===== config.mk =====
export PLATFORM = sky130hd
export DESIGN_NAME = sbtc_timer
export DESIGN_NICKNAME = d
export VERILOG_FILES = /design/src/hdl/sbtc_pkg.sv /design/src/hdl/sbtc_prescaler.sv /design/src/hdl/sbtc_edge_gate.sv /design/src/hdl/sbtc_timer.sv
export SDC_FILE = /design/constraint.sdc
export NUM_CORES = 1
export LEC_CHECK = 0
export BUFFER_PORTS_ARGS = -buffer_cell sky130_fd_sc_hd__buf_2
export CAP_MARGIN = 20
export CORE_AREA = 2 2 76 78
export CTS_BUF_LIST = sky130_fd_sc_hd__clkbuf_4 sky130_fd_sc_hd__clkbuf_8
export CTS_CLUSTER_SIZE = 12
export DETAILED_ROUTE_END_ITERATION = 8
export DIE_AREA = 0 0 78 80
export GPL_TIMING_DRIVEN = 0
export PLACE_DENSITY = 0.8
export SYNTH_ARGS = -nofsm -noshare
export SYNTH_HDL_FRONTEND = slang
export SYNTH_SLANG_ARGS = --single-unit

===== constraint.sdc =====
create_clock -name clock_in -period 4.1 [get_ports clock_in]
set_input_delay 1.23 -clock clock_in [delete_from_list [all_inputs] [get_ports clock_in]]
set_output_delay 1.23 -clock clock_in [all_outputs]
set_load 0.02 [all_outputs]

===== src/hdl/sbtc_pkg.sv =====
// Constants shared by the sixteen bit timer/counter design files.
// Assumes a 10 MHz system clock and a classic Wishbone register bus.
package sbtc_pkg;
   // Printed register offsets, kept as word indices; byte address is four times these.
   localparam logic [9:0]  SBTC_IDX_FLAGS   = 10'h00C;
   localparam logic [9:0]  SBTC_IDX_CNT_LO  = 10'h00E;
   localparam logic [9:0]  SBTC_IDX_CNT_HI  = 10'h00F;
   localparam logic [9:0]  SBTC_IDX_CTRL    = 10'h010;
   localparam logic [9:0]  SBTC_IDX_ENABLES = 10'h08C;
   // Control and flag register field positions.
   localparam int          SBTC_BIT_RUN     = 0;
   localparam int          SBTC_BIT_SRC     = 1;
   localparam int          SBTC_BIT_NOSYNC  = 2;
   localparam int          SBTC_BIT_OSCEN   = 3;
   localparam int          SBTC_BIT_PS_LO   = 4;
   localparam int          SBTC_BIT_OVF     = 0;
   localparam logic [7:0]  SBTC_CTRL_MASK   = 8'h3F;
   localparam logic [7:0]  SBTC_CTRL_RESET  = 8'h00;
   localparam logic        SBTC_FLAG_RESET  = 1'h0;
   // Internal clock is the system clock divided by four.
   localparam int          SBTC_SYS_DIV     = 4;
   localparam logic [1:0]  SBTC_DIV_LAST    = 2'(SBTC_SYS_DIV - 1);
   localparam logic [15:0] SBTC_CNT_MAX     = 16'hFFFF;
   localparam int          SBTC_SYNC_STAGES = 2;
endpackage : sbtc_pkg


===== src/hdl/sbtc_prescaler.sv =====
// Input prescaler dividing a stream of one-cycle ticks by 1, 2, 4 or 8.
// Assumes ticks and clear are synchronous to the system clock.
`timescale 1ns/1ns
`default_nettype none
module sbtc_prescaler
   import sbtc_pkg::*;
(
   input  wire logic       clock_in,
   input  wire logic       sys_rst_in,
   input  wire logic       clear_in,
   input  wire logic [1:0] ratio_in,
   input  wire logic       tick_in,
   output logic            tick_out
);
   logic [2:0] cnt_r;
   logic [2:0] last;

   assign last = 3'((1 << ratio_in) - 1);
   assign tick_out = tick_in && (cnt_r == last);

   // Counter restarts on a clear and whenever the divided tick leaves.
   always_ff @(posedge clock_in) begin
      if (sys_rst_in || clear_in) begin
         cnt_r <= 3'h0;
      end else if (tick_in) begin
         cnt_r <= (cnt_r == last) ? 3'h0 : 3'(cnt_r + 3'h1);
      end
   end
endmodule : sbtc_prescaler
`default_nettype wire


===== src/hdl/sbtc_edge_gate.sv =====
// Rising edge detector for the external count input with a falling-edge arm.
// Assumes the pin level is already synchronous to the system clock.
`timescale 1ns/1ns
`default_nettype none
module sbtc_edge_gate
   import sbtc_pkg::*;
(
   input  wire logic clock_in,
   input  wire logic sys_rst_in,
   input  wire logic enable_in,
   input  wire logic level_in,
   output logic      rise_out
);
   logic prev_r;
   logic armed_r;

   assign rise_out = enable_in && armed_r && level_in && !prev_r;

   always_ff @(posedge clock_in) begin
      if (sys_rst_in) begin
         prev_r <= 1'h0;
      end else begin
         prev_r <= level_in;
      end
   end

   // A falling edge must be seen after enabling before any rise counts.
   always_ff @(posedge clock_in) begin
      if (sys_rst_in || !enable_in) begin
         armed_r <= 1'h0;
      end else if (prev_r && !level_in) begin
         armed_r <= 1'h1;
      end
   end
endmodule : sbtc_edge_gate
`default_nettype wire


===== src/hdl/sbtc_timer.sv =====
// Sixteen bit timer/counter with prescaler, overflow flag and Wishbone registers.
// Assumes one 10 MHz clock, synchronous pin inputs and a classic Wishbone master.
//
// Summary of operation
// - Sixteen bit count in two readable, writable bytes counts up and wraps.
// - Each wrap latches the overflow flag; interrupt passes only when enabled.
// - Control bit 1 selects external rising edges or system clock divided by four.
// - Control bit 0 runs the counter; stopped counter keeps its value.
// - Control bits 5 to 4 select prescale 1:1, 1:2, 1:4 or 1:8.
// - Control bit 3 turns the low-power oscillator on; off saves power.
// - Oscillator enabled forces both its pins to inputs reading as zero.
// - Control bit 2 disables synchronisation, only when external source is selected.
// - After enabling external counting, one falling edge precedes the first count.
// - Counter mode takes edges from oscillator pin or clock pin per bit 3.
// - Synchronised mode resynchronises the prescaler output, not the raw input.
// - Synchronised mode in sleep: count halts, prescaler keeps counting.
// - Unsynchronised mode keeps counting in sleep and may raise the interrupt.
// - Unsynchronised mode offers no time base to capture/compare units.
// - Either capture/compare unit may reset the count, except in unsynchronised mode.
// - Control bits 7 and 6 always read as zero.
// - Writing either count byte clears the prescaler.
// - A count write wins over a simultaneous compare reset.
// - Power-on reset clears control; other resets leave it unchanged.
// - No reset clears the count; only the compare trigger does.
`timescale 1ns/1ns
`default_nettype none
module sbtc_timer
   import sbtc_pkg::*;
(
   input  wire logic        clock_in,
   input  wire logic        sys_rst_in,
   input  wire logic        other_rst_in,
   input  wire logic        sleep_in,
   input  wire logic        wb_cyc_in,
   input  wire logic        wb_stb_in,
   input  wire logic        wb_we_in,
   input  wire logic [11:0] wb_adr_in,
   input  wire logic [3:0]  wb_sel_in,
   input  wire logic [31:0] wb_dat_in,
   output logic [31:0]      wb_dat_out,
   output logic             wb_ack_out,
   input  wire logic        osc_in_pin_in,
   input  wire logic        ext_clock_pin_in,
   input  wire logic [1:0]  port_direction_in,
   output logic [1:0]       pin_oe_out,
   output logic [1:0]       pin_read_out,
   output logic             osc_enable_out,
   input  wire logic        ccp1_reset_in,
   input  wire logic        ccp2_reset_in,
   output logic             irq_out,
   output logic [15:0]      time_base_out,
   output logic             time_base_valid_out
);
   logic [7:0]  timer_control_r;
   logic [15:0] count_r;
   logic        overflow_flag_r;
   logic        overflow_irq_enable_r;
   logic        ack_r;
   logic [31:0] rdata_r;
   logic [1:0]  div_r;
   logic [SBTC_SYNC_STAGES-1:0] sync_r;

   logic        run_bit;
   logic        source_select;
   logic        sync_disable;
   logic        osc_enable;
   logic [1:0]  prescale_field;
   logic        req;
   logic        wr;
   logic [9:0]  idx;
   logic        wr_lo;
   logic        wr_hi;
   logic        int_tick;
   logic        ext_level;
   logic        ext_rise;
   logic        pre_in;
   logic        pre_out;
   logic        cnt_tick;
   logic        ccp_reset;
   logic        wrap;

   // Decodes a word index from a Wishbone byte address.
   function automatic logic hit(input logic [11:0] adr, input logic [9:0] index);
      hit = (adr[11:2] == index) && (adr[1:0] == 2'h0);
   endfunction : hit

   assign run_bit        = timer_control_r[SBTC_BIT_RUN];
   assign source_select  = timer_control_r[SBTC_BIT_SRC];
   assign sync_disable   = timer_control_r[SBTC_BIT_NOSYNC];
   assign osc_enable     = timer_control_r[SBTC_BIT_OSCEN];
   assign prescale_field = timer_control_r[SBTC_BIT_PS_LO +: 2];

   assign req   = wb_cyc_in && wb_stb_in && !ack_r;
   assign wr    = req && wb_we_in && wb_sel_in[0];
   assign idx   = wb_adr_in[11:2];
   assign wr_lo = wr && hit(wb_adr_in, SBTC_IDX_CNT_LO);
   assign wr_hi = wr && hit(wb_adr_in, SBTC_IDX_CNT_HI);

   assign wb_ack_out = ack_r;
   assign wb_dat_out = rdata_r;

   // Oscillator pins become inputs and read zero while it runs.
   assign osc_enable_out = osc_enable;
   assign pin_oe_out     = osc_enable ? 2'h0 : ~port_direction_in;
   assign pin_read_out   = osc_enable ? 2'h0 :
                           {osc_in_pin_in, ext_clock_pin_in};

   // Oscillator pin feeds the counter when enabled, else the clock pin.
   assign ext_level = osc_enable ? osc_in_pin_in : ext_clock_pin_in;

   // Internal tick stops during sleep since the core clock halts.
   assign int_tick = (div_r == SBTC_DIV_LAST) && !sleep_in;

   sbtc_edge_gate u_edge (
      .clock_in   (clock_in),
      .sys_rst_in (sys_rst_in || other_rst_in),
      .enable_in  (run_bit && source_select),
      .level_in   (ext_level),
      .rise_out   (ext_rise)
   );

   // Source select chooses external edges or the internal tick.
   assign pre_in = run_bit && (source_select ? ext_rise : int_tick);

   sbtc_prescaler u_pre (
      .clock_in   (clock_in),
      .sys_rst_in (sys_rst_in || other_rst_in),
      .clear_in   (wr_lo || wr_hi),
      .ratio_in   (prescale_field),
      .tick_in    (pre_in),
      .tick_out   (pre_out)
   );

   // Synchroniser after the prescaler; a shift of pulses, halted in sleep.
   always_ff @(posedge clock_in) begin
      if (sys_rst_in || other_rst_in) begin
         sync_r <= '0;
      end else if (!sleep_in) begin
         sync_r <= {sync_r[SBTC_SYNC_STAGES-2:0], pre_out};
      end
   end

   // Sync bit only matters for the external source.
   always_comb begin
      if (!source_select) begin
         cnt_tick = pre_out;
      end else if (sync_disable) begin
         cnt_tick = pre_out;
      end else begin
         cnt_tick = sync_r[SBTC_SYNC_STAGES-1] && !sleep_in;
      end
   end

   assign ccp_reset = (ccp1_reset_in || ccp2_reset_in) &&
                      !(source_select && sync_disable);
   assign wrap      = cnt_tick && (count_r == SBTC_CNT_MAX);

   // Count has no reset; writes beat compare resets, which beat counting.
   always_ff @(posedge clock_in) begin
      if (wr_lo || wr_hi) begin
         if (wr_lo) begin
            count_r[7:0] <= wb_dat_in[7:0];
         end
         if (wr_hi) begin
            count_r[15:8] <= wb_dat_in[7:0];
         end
      end else if (ccp_reset) begin
         count_r <= 16'h0000;
      end else if (cnt_tick) begin
         count_r <= 16'(count_r + 16'h0001);
      end
   end

   // Only the power-on reset clears the control register.
   always_ff @(posedge clock_in) begin
      if (sys_rst_in) begin
         timer_control_r <= SBTC_CTRL_RESET;
      end else if (wr && hit(wb_adr_in, SBTC_IDX_CTRL)) begin
         timer_control_r <= wb_dat_in[7:0] & SBTC_CTRL_MASK;
      end
   end

   // Overflow flag: a wrap in the same cycle as a software clear wins.
   always_ff @(posedge clock_in) begin
      if (sys_rst_in || other_rst_in) begin
         overflow_flag_r <= SBTC_FLAG_RESET;
      end else if (wrap) begin
         overflow_flag_r <= 1'h1;
      end else if (wr && hit(wb_adr_in, SBTC_IDX_FLAGS)) begin
         overflow_flag_r <= wb_dat_in[SBTC_BIT_OVF];
      end
   end

   always_ff @(posedge clock_in) begin
      if (sys_rst_in || other_rst_in) begin
         overflow_irq_enable_r <= SBTC_FLAG_RESET;
      end else if (wr && hit(wb_adr_in, SBTC_IDX_ENABLES)) begin
         overflow_irq_enable_r <= wb_dat_in[SBTC_BIT_OVF];
      end
   end

   assign irq_out = overflow_flag_r && overflow_irq_enable_r;

   // Time base is withheld from capture/compare in unsynchronised mode.
   assign time_base_valid_out = !(source_select && sync_disable);
   assign time_base_out       = time_base_valid_out ? count_r : 16'h0000;

   // Divide-by-four phase counter for the internal source.
   always_ff @(posedge clock_in) begin
      if (sys_rst_in || other_rst_in) begin
         div_r <= 2'h0;
      end else if (!sleep_in) begin
         div_r <= 2'(div_r + 2'h1);
      end
   end

   // One wait state; unmapped addresses answer with zero data.
   always_ff @(posedge clock_in) begin
      if (sys_rst_in) begin
         ack_r   <= 1'h0;
         rdata_r <= 32'h0000_0000;
      end else begin
         ack_r   <= req;
         rdata_r <= 32'h0000_0000;
         if (req && !wb_we_in) begin
            unique case (idx)
               SBTC_IDX_CNT_LO:  rdata_r[7:0] <= count_r[7:0];
               SBTC_IDX_CNT_HI:  rdata_r[7:0] <= count_r[15:8];
               SBTC_IDX_CTRL:    rdata_r[7:0] <= timer_control_r;
               SBTC_IDX_FLAGS:   rdata_r[SBTC_BIT_OVF] <= overflow_flag_r;
               SBTC_IDX_ENABLES: rdata_r[SBTC_BIT_OVF] <= overflow_irq_enable_r;
               default:          rdata_r <= 32'h0000_0000;
            endcase
         end
      end
   end
endmodule : sbtc_timer
`default_nettype wire


Word level (Yosys, flattened, before mapping):

Index checks and enable logic that the tools add are counted.

* bits in registers: 66
* bits of input ports: 61
* output and inout port bits: 56
* logic and storage cells: 93

* $add $sub $neg: 4
* equality and inequality tests: 10
* shift operators: 1
* mux-type cells: 17
* bitwise gates (word level): 2
* reductions and logical operators: 46

Operator list (count)
* two-way mux 16 bit: 4
* equality test 10 x 4 -> 1 bit, second input constant: 3
* logical AND 1 bit: 28
* one-hot mux 7 bit (3 select lines): 1
* adder 16 x 1 -> 16 bit, second input constant: 1
* equality test 16 bit, second input constant: 1
* two-way mux 8 bit: 2
* equality test 10 x 5 -> 1 bit, second input constant: 1
* equality test 10 x 8 -> 1 bit, second input constant: 1
* logical NOT 1 bit: 7
* two-way mux 1 bit: 6
* logical OR 1 bit: 5
* one-hot mux 1 bit (5 select lines): 1
* two-way mux 2 bit: 2
* inequality test 2 bit, second input constant: 2
* AND reduction 2 bit: 2
* adder 3 x 1 -> 3 bit, second input constant: 1
* equality test 3 bit: 1
* two-way mux 3 bit: 1
* nonzero test 3 bit: 1
* << shifter 1 x 2 -> 3 bit, first input constant: 1
* subtractor 3 x 2 -> 3 bit, second input constant: 1
* adder 2 x 1 -> 2 bit, second input constant: 1
* equality test 2 bit, second input constant: 1
* other kinds (5): 5

Longest topological paths before layout:

* depth after elaboration: 12
* gate-level depth with buffers: 7
* mapped depth without buffers: 6

By module:

From an unflattened synthesis, not the netlist that was laid out.

* cell total of the unflattened synthesis: 280
* area total of the unflattened synthesis: 2546.2 µm²

Modules (own cells, without submodules)
* sbtc_timer: instances 1, cells each 251, area an instance 2268.4 µm², seq. area each 900.9 µm²
* sbtc_prescaler: instances 1, cells each 22, area an instance 200.2 µm², seq. area each 60.1 µm²
* sbtc_edge_gate: instances 1, cells each 7, area an instance 77.6 µm², seq. area each 40.0 µm²

Least setup slack after synthesis:

OpenSTA, ideal clock, no wires.

* kind: input to register
* start point: in wb_adr_in[7]
* end point: reg count_r[0] (enable)
* library setup time: 0.378 ns
* arrival time: 3.042 ns
* slack: 0.680 ns
* stages on the path: 5
* path buffers: 0
* path through: or4_4 nor3_2 nor4b_1 inv_1 a31oi_1

* word-level cells in the longest chain between the ends: 6

Ends and longest elaborated chain
* start: declaration: RTL line sbtc_timer.sv:37 `input wire logic [11:0] wb_adr_in,`
* equality test 10 x 4 -> 1 bit: RTL line sbtc_timer.sv:84 `hit = (adr[11:2] == index) && (adr[1:0] == 2'h0);`
* logical AND 1 bit: RTL line sbtc_timer.sv:84
* logical AND 1 bit (on tied branches): RTL line sbtc_timer.sv:96, sbtc_timer.sv:97
* logical OR 1 bit: RTL line sbtc_timer.sv:160 `if (wr_lo || wr_hi) begin`
* inequality test 2 bit (no source line) / nonzero test 3 bit (equally long branches)
* AND reduction 2 bit (no source line) (*)
* end signal: assignment: RTL line sbtc_timer.sv:162 `count_r[7:0] <= wb_dat_in[7:0];`
* end signal: assignment: RTL line sbtc_timer.sv:170 `count_r <= 16'(count_r + 16'h0001);`
* end: declaration: RTL line sbtc_timer.sv:55 `logic [15:0] count_r;`

Mark *: on every way between the ends. The rest lies on a longest branch, timed or not.
A chain may end at the register's enable or synchronous reset.

Final worst setup path:

* start point: in wb_adr_in[7]
* end point: reg count_r[7] (enable)

Same word-level chain as after synthesis.

==> flow_metrics.tcl <==
set metrics [dict create \
    outcome "complete, no violations" \
    root_buffer "clkbuf_8" \
    cp.required_ps 4020 \
    setup_viol 0 \
    nets 446 \
    fin_crit_ps 3860 \
    highest_layer "met4" \
    grt-ovfl-total 0 \
    fp.coreArea_um2 5410 \
    syn_inst 289 \
    reg2reg_setup_slack_ps 1610 \
    power.switching_mw 0.244 \
    yosys_warnings 0 \
    relSlewSlack_pct 34.0 \
    synth.cell_area_um2 2530 \
    leakage_nw 1.33 \
    vdd_drop_max_mv 0.195 \
    drt-total-wl_mm 6.45 \
    ctsHoldBuffers 0 \
    cts.clk_slew.worst_paths_ps 80 \
    yosysSeqAreaShare_pct 39.6 \
    cts_setup_buffers 0 \
    dieArea_um2 6240 \
    max_freq_mhz 259 \
    grtUsageTotal_pct 20.7 \
    std_cell_rows 27 \
    grt_setup_unrepaired "false" \
    fin_crit_sh_pct 94.1 \
    power_mw 0.944 \
    cts_num_sinks 42 \
    port-buffer-count 63 \
    synth-edff-count 16 \
    hold_class "reg -> reg" \
    antenna_found_initial 0 \
    vias 2345 \
    slew_violations 0 \
    grt_pass1_vias 2128 \
    h-tree-depth 2 \
    wl_met1_mm 2.78 \
    critPathLaunchType "input pin" \
    worst_pin_slew_ps 986 \
    worstSetupEndpointType "register" \
    cp-endpoint "count_r[7]" \
    via_per_inst 5.15 \
    cts_tree "yes" \
    pwr-share-clk_pct 36.1 \
    firstDrtPassIters 4 \
    yosysUniqueCellTypes 50 \
    die_x_um 78 \
    p_int_mw 0.700 \
    r2r_start "wb_ack_out" \
    hold_viol 0 \
    async_reset_ff_share_pct 0 \
    crit_type "in -> reg" \
    layout_common_cells "buf_2, nand2_1, nor2_1, dfxtp_1, buf_4" \
    setup_tns_ps 0 \
    r2r_cells 4 \
    power_density_nw_per_um2 301 \
    avgRoutedWirePerCell_um 14.2 \
    whs_path_depth 2 \
    netlist_top_cells_area "dfxtp_1, edfxtp_1, buf_4, nand2_1, nor2_1" \
    ctsResizeCount 0 \
    ant_nets 0 \
    syn2layout_area_growth_pct 23.9 \
    wl_met3_um 461 \
    layout_commonest_cell "buf_2" \
    clk_latency_ps 300 \
    ys_ff_latch 42 \
    wl_met2_mm 3.12 \
    drc 0 \
    cap_violations 0 \
    r2r_end "count_r[6]" \
    crit_start "wb_adr_in[7]" \
    floorplan.initialDensity_pct 46.8 \
    grt_pass1_wl_mm 10.1 \
    critPathArrivalTime_ps 3780 \
    cts_buffers 5 \
    pin_count 117 \
    clock_path_buffers 2 \
    yosysTopAreaCellShare_pct 20.6 \
    antenna_cells 0 \
    drive_gt1_share_pct 29.0 \
    combPwrFrac_pct 15.0 \
    grt_start_max_net_pins 13 \
    dieHeight_um 80 \
    seq_power_share_pct 48.9 \
    yosys.area.top_type "dfxtp_1" \
    cp_max_fo 8 \
    hpwl_mm 4.95 \
    place.gp.congestion 0.849 \
    sw_frac_of_total_pct 25.8 \
    syn_avg_cell_area_um2 8.75 \
    worst_clock_skew_ps 6.81 \
    drtIter0Drc 166 \
    ys.flop_type "dfxtp_1" \
]
[sequential cells by signal, summed over array words and instances, names as in the netlist, 2 cells and up]
signal / cells
count_r: 16
wb_dat_out: 8
timer_control_r: 6
u_pre.cnt_r: 3
div_r: 2
sync_r: 2
[worst min-delay path by stage]
| stage | startpoint | end |
|---|---|---|
| 5_1_grt | sync_r[0] | sync_r[0] |
| 3_5_place_dp | sync_r[0] | sync_r[0] |
| 6_report | sync_r[0] | sync_r[0] |
| 3_3_place_gp | sync_r[0] | sync_r[0] |
| 4_1_cts | sync_r[0] | sync_r[0] |
| 2_1_floorplan | sync_r[0] | sync_r[0] |
[routing by layer]
metal	track usage, %	up-vias
met5	0	-
met4	6.49	0
met3	3.62	7
met2	35.5	100
met1	26.4	1084
li1	-	1154
[area by class of cell]
class / instances / area, µm²
Multi-Input combinational cell: 231 / 1370
Inverter: 5 / 18.8
Clock inverter: 1 / 30.0
Tap cell: 72 / 90.1
Timing Repair Buffer: 63 / 315
Buffer: 34 / 230
Clock buffer: 7 / 83.8
Sequential cell: 42 / 1000
Fill cell: 500 / 2270
[synth_stat cells, drive strengths merged (4+ instances only)]
library cell	count
clkbuf	6
nor2	27
dfxtp	26
a21oi	17
o21ai	28
nand4	5
mux2i	8
xnor2	8
nand3	5
xor2	7
edfxtp	16
and2	15
nor2b	5
buf	28
inv	5
mux2	4
a22oi	6
nor3	8
nand2	28
[worst max-delay path, stage by stage]
cell and delay (ps):
buf_2 110, or4_4 560, nor3_2 350, nor4b_1 600
inv_1 110, a31oi_1 820
[through the flow]
stage                     hold slack (ps)  utilization (%)  area [µm²]  cells  setup WS [ps]
after floorplan                       431                -        2620    312            680
after global placement                439             55.9        3020    447            183
after detailed placement              448             55.9        3020    447          -22.9
after CTS                             459             58.0        3140    455            284
after global routing                  496             58.0        3140    455            109
final                                 455             58.0        3140    455            243
[logic make-up after synthesis]
kind of cell | synth area share [%]
compound gates | 12.2
xor+xnor | 5.19
fa+ha+maj | 1.48
buf+inv | 9.84
flops | 39.6
mux | 4.95
other cells | 0.148
simple gates | 26.6
[power groups by stage]
stage                     Sequential [mW]  Combinational (mW)  Clock, mW
after CTS                           0.461               0.140      0.340
after floorplan                     0.466              0.0990          0
after global routing                0.463               0.153      0.359
after detailed placement            0.470               0.140          0
after global placement              0.470               0.137          0
final                               0.462               0.141      0.341
Note: power is estimated with default switching activity, not from simulation.
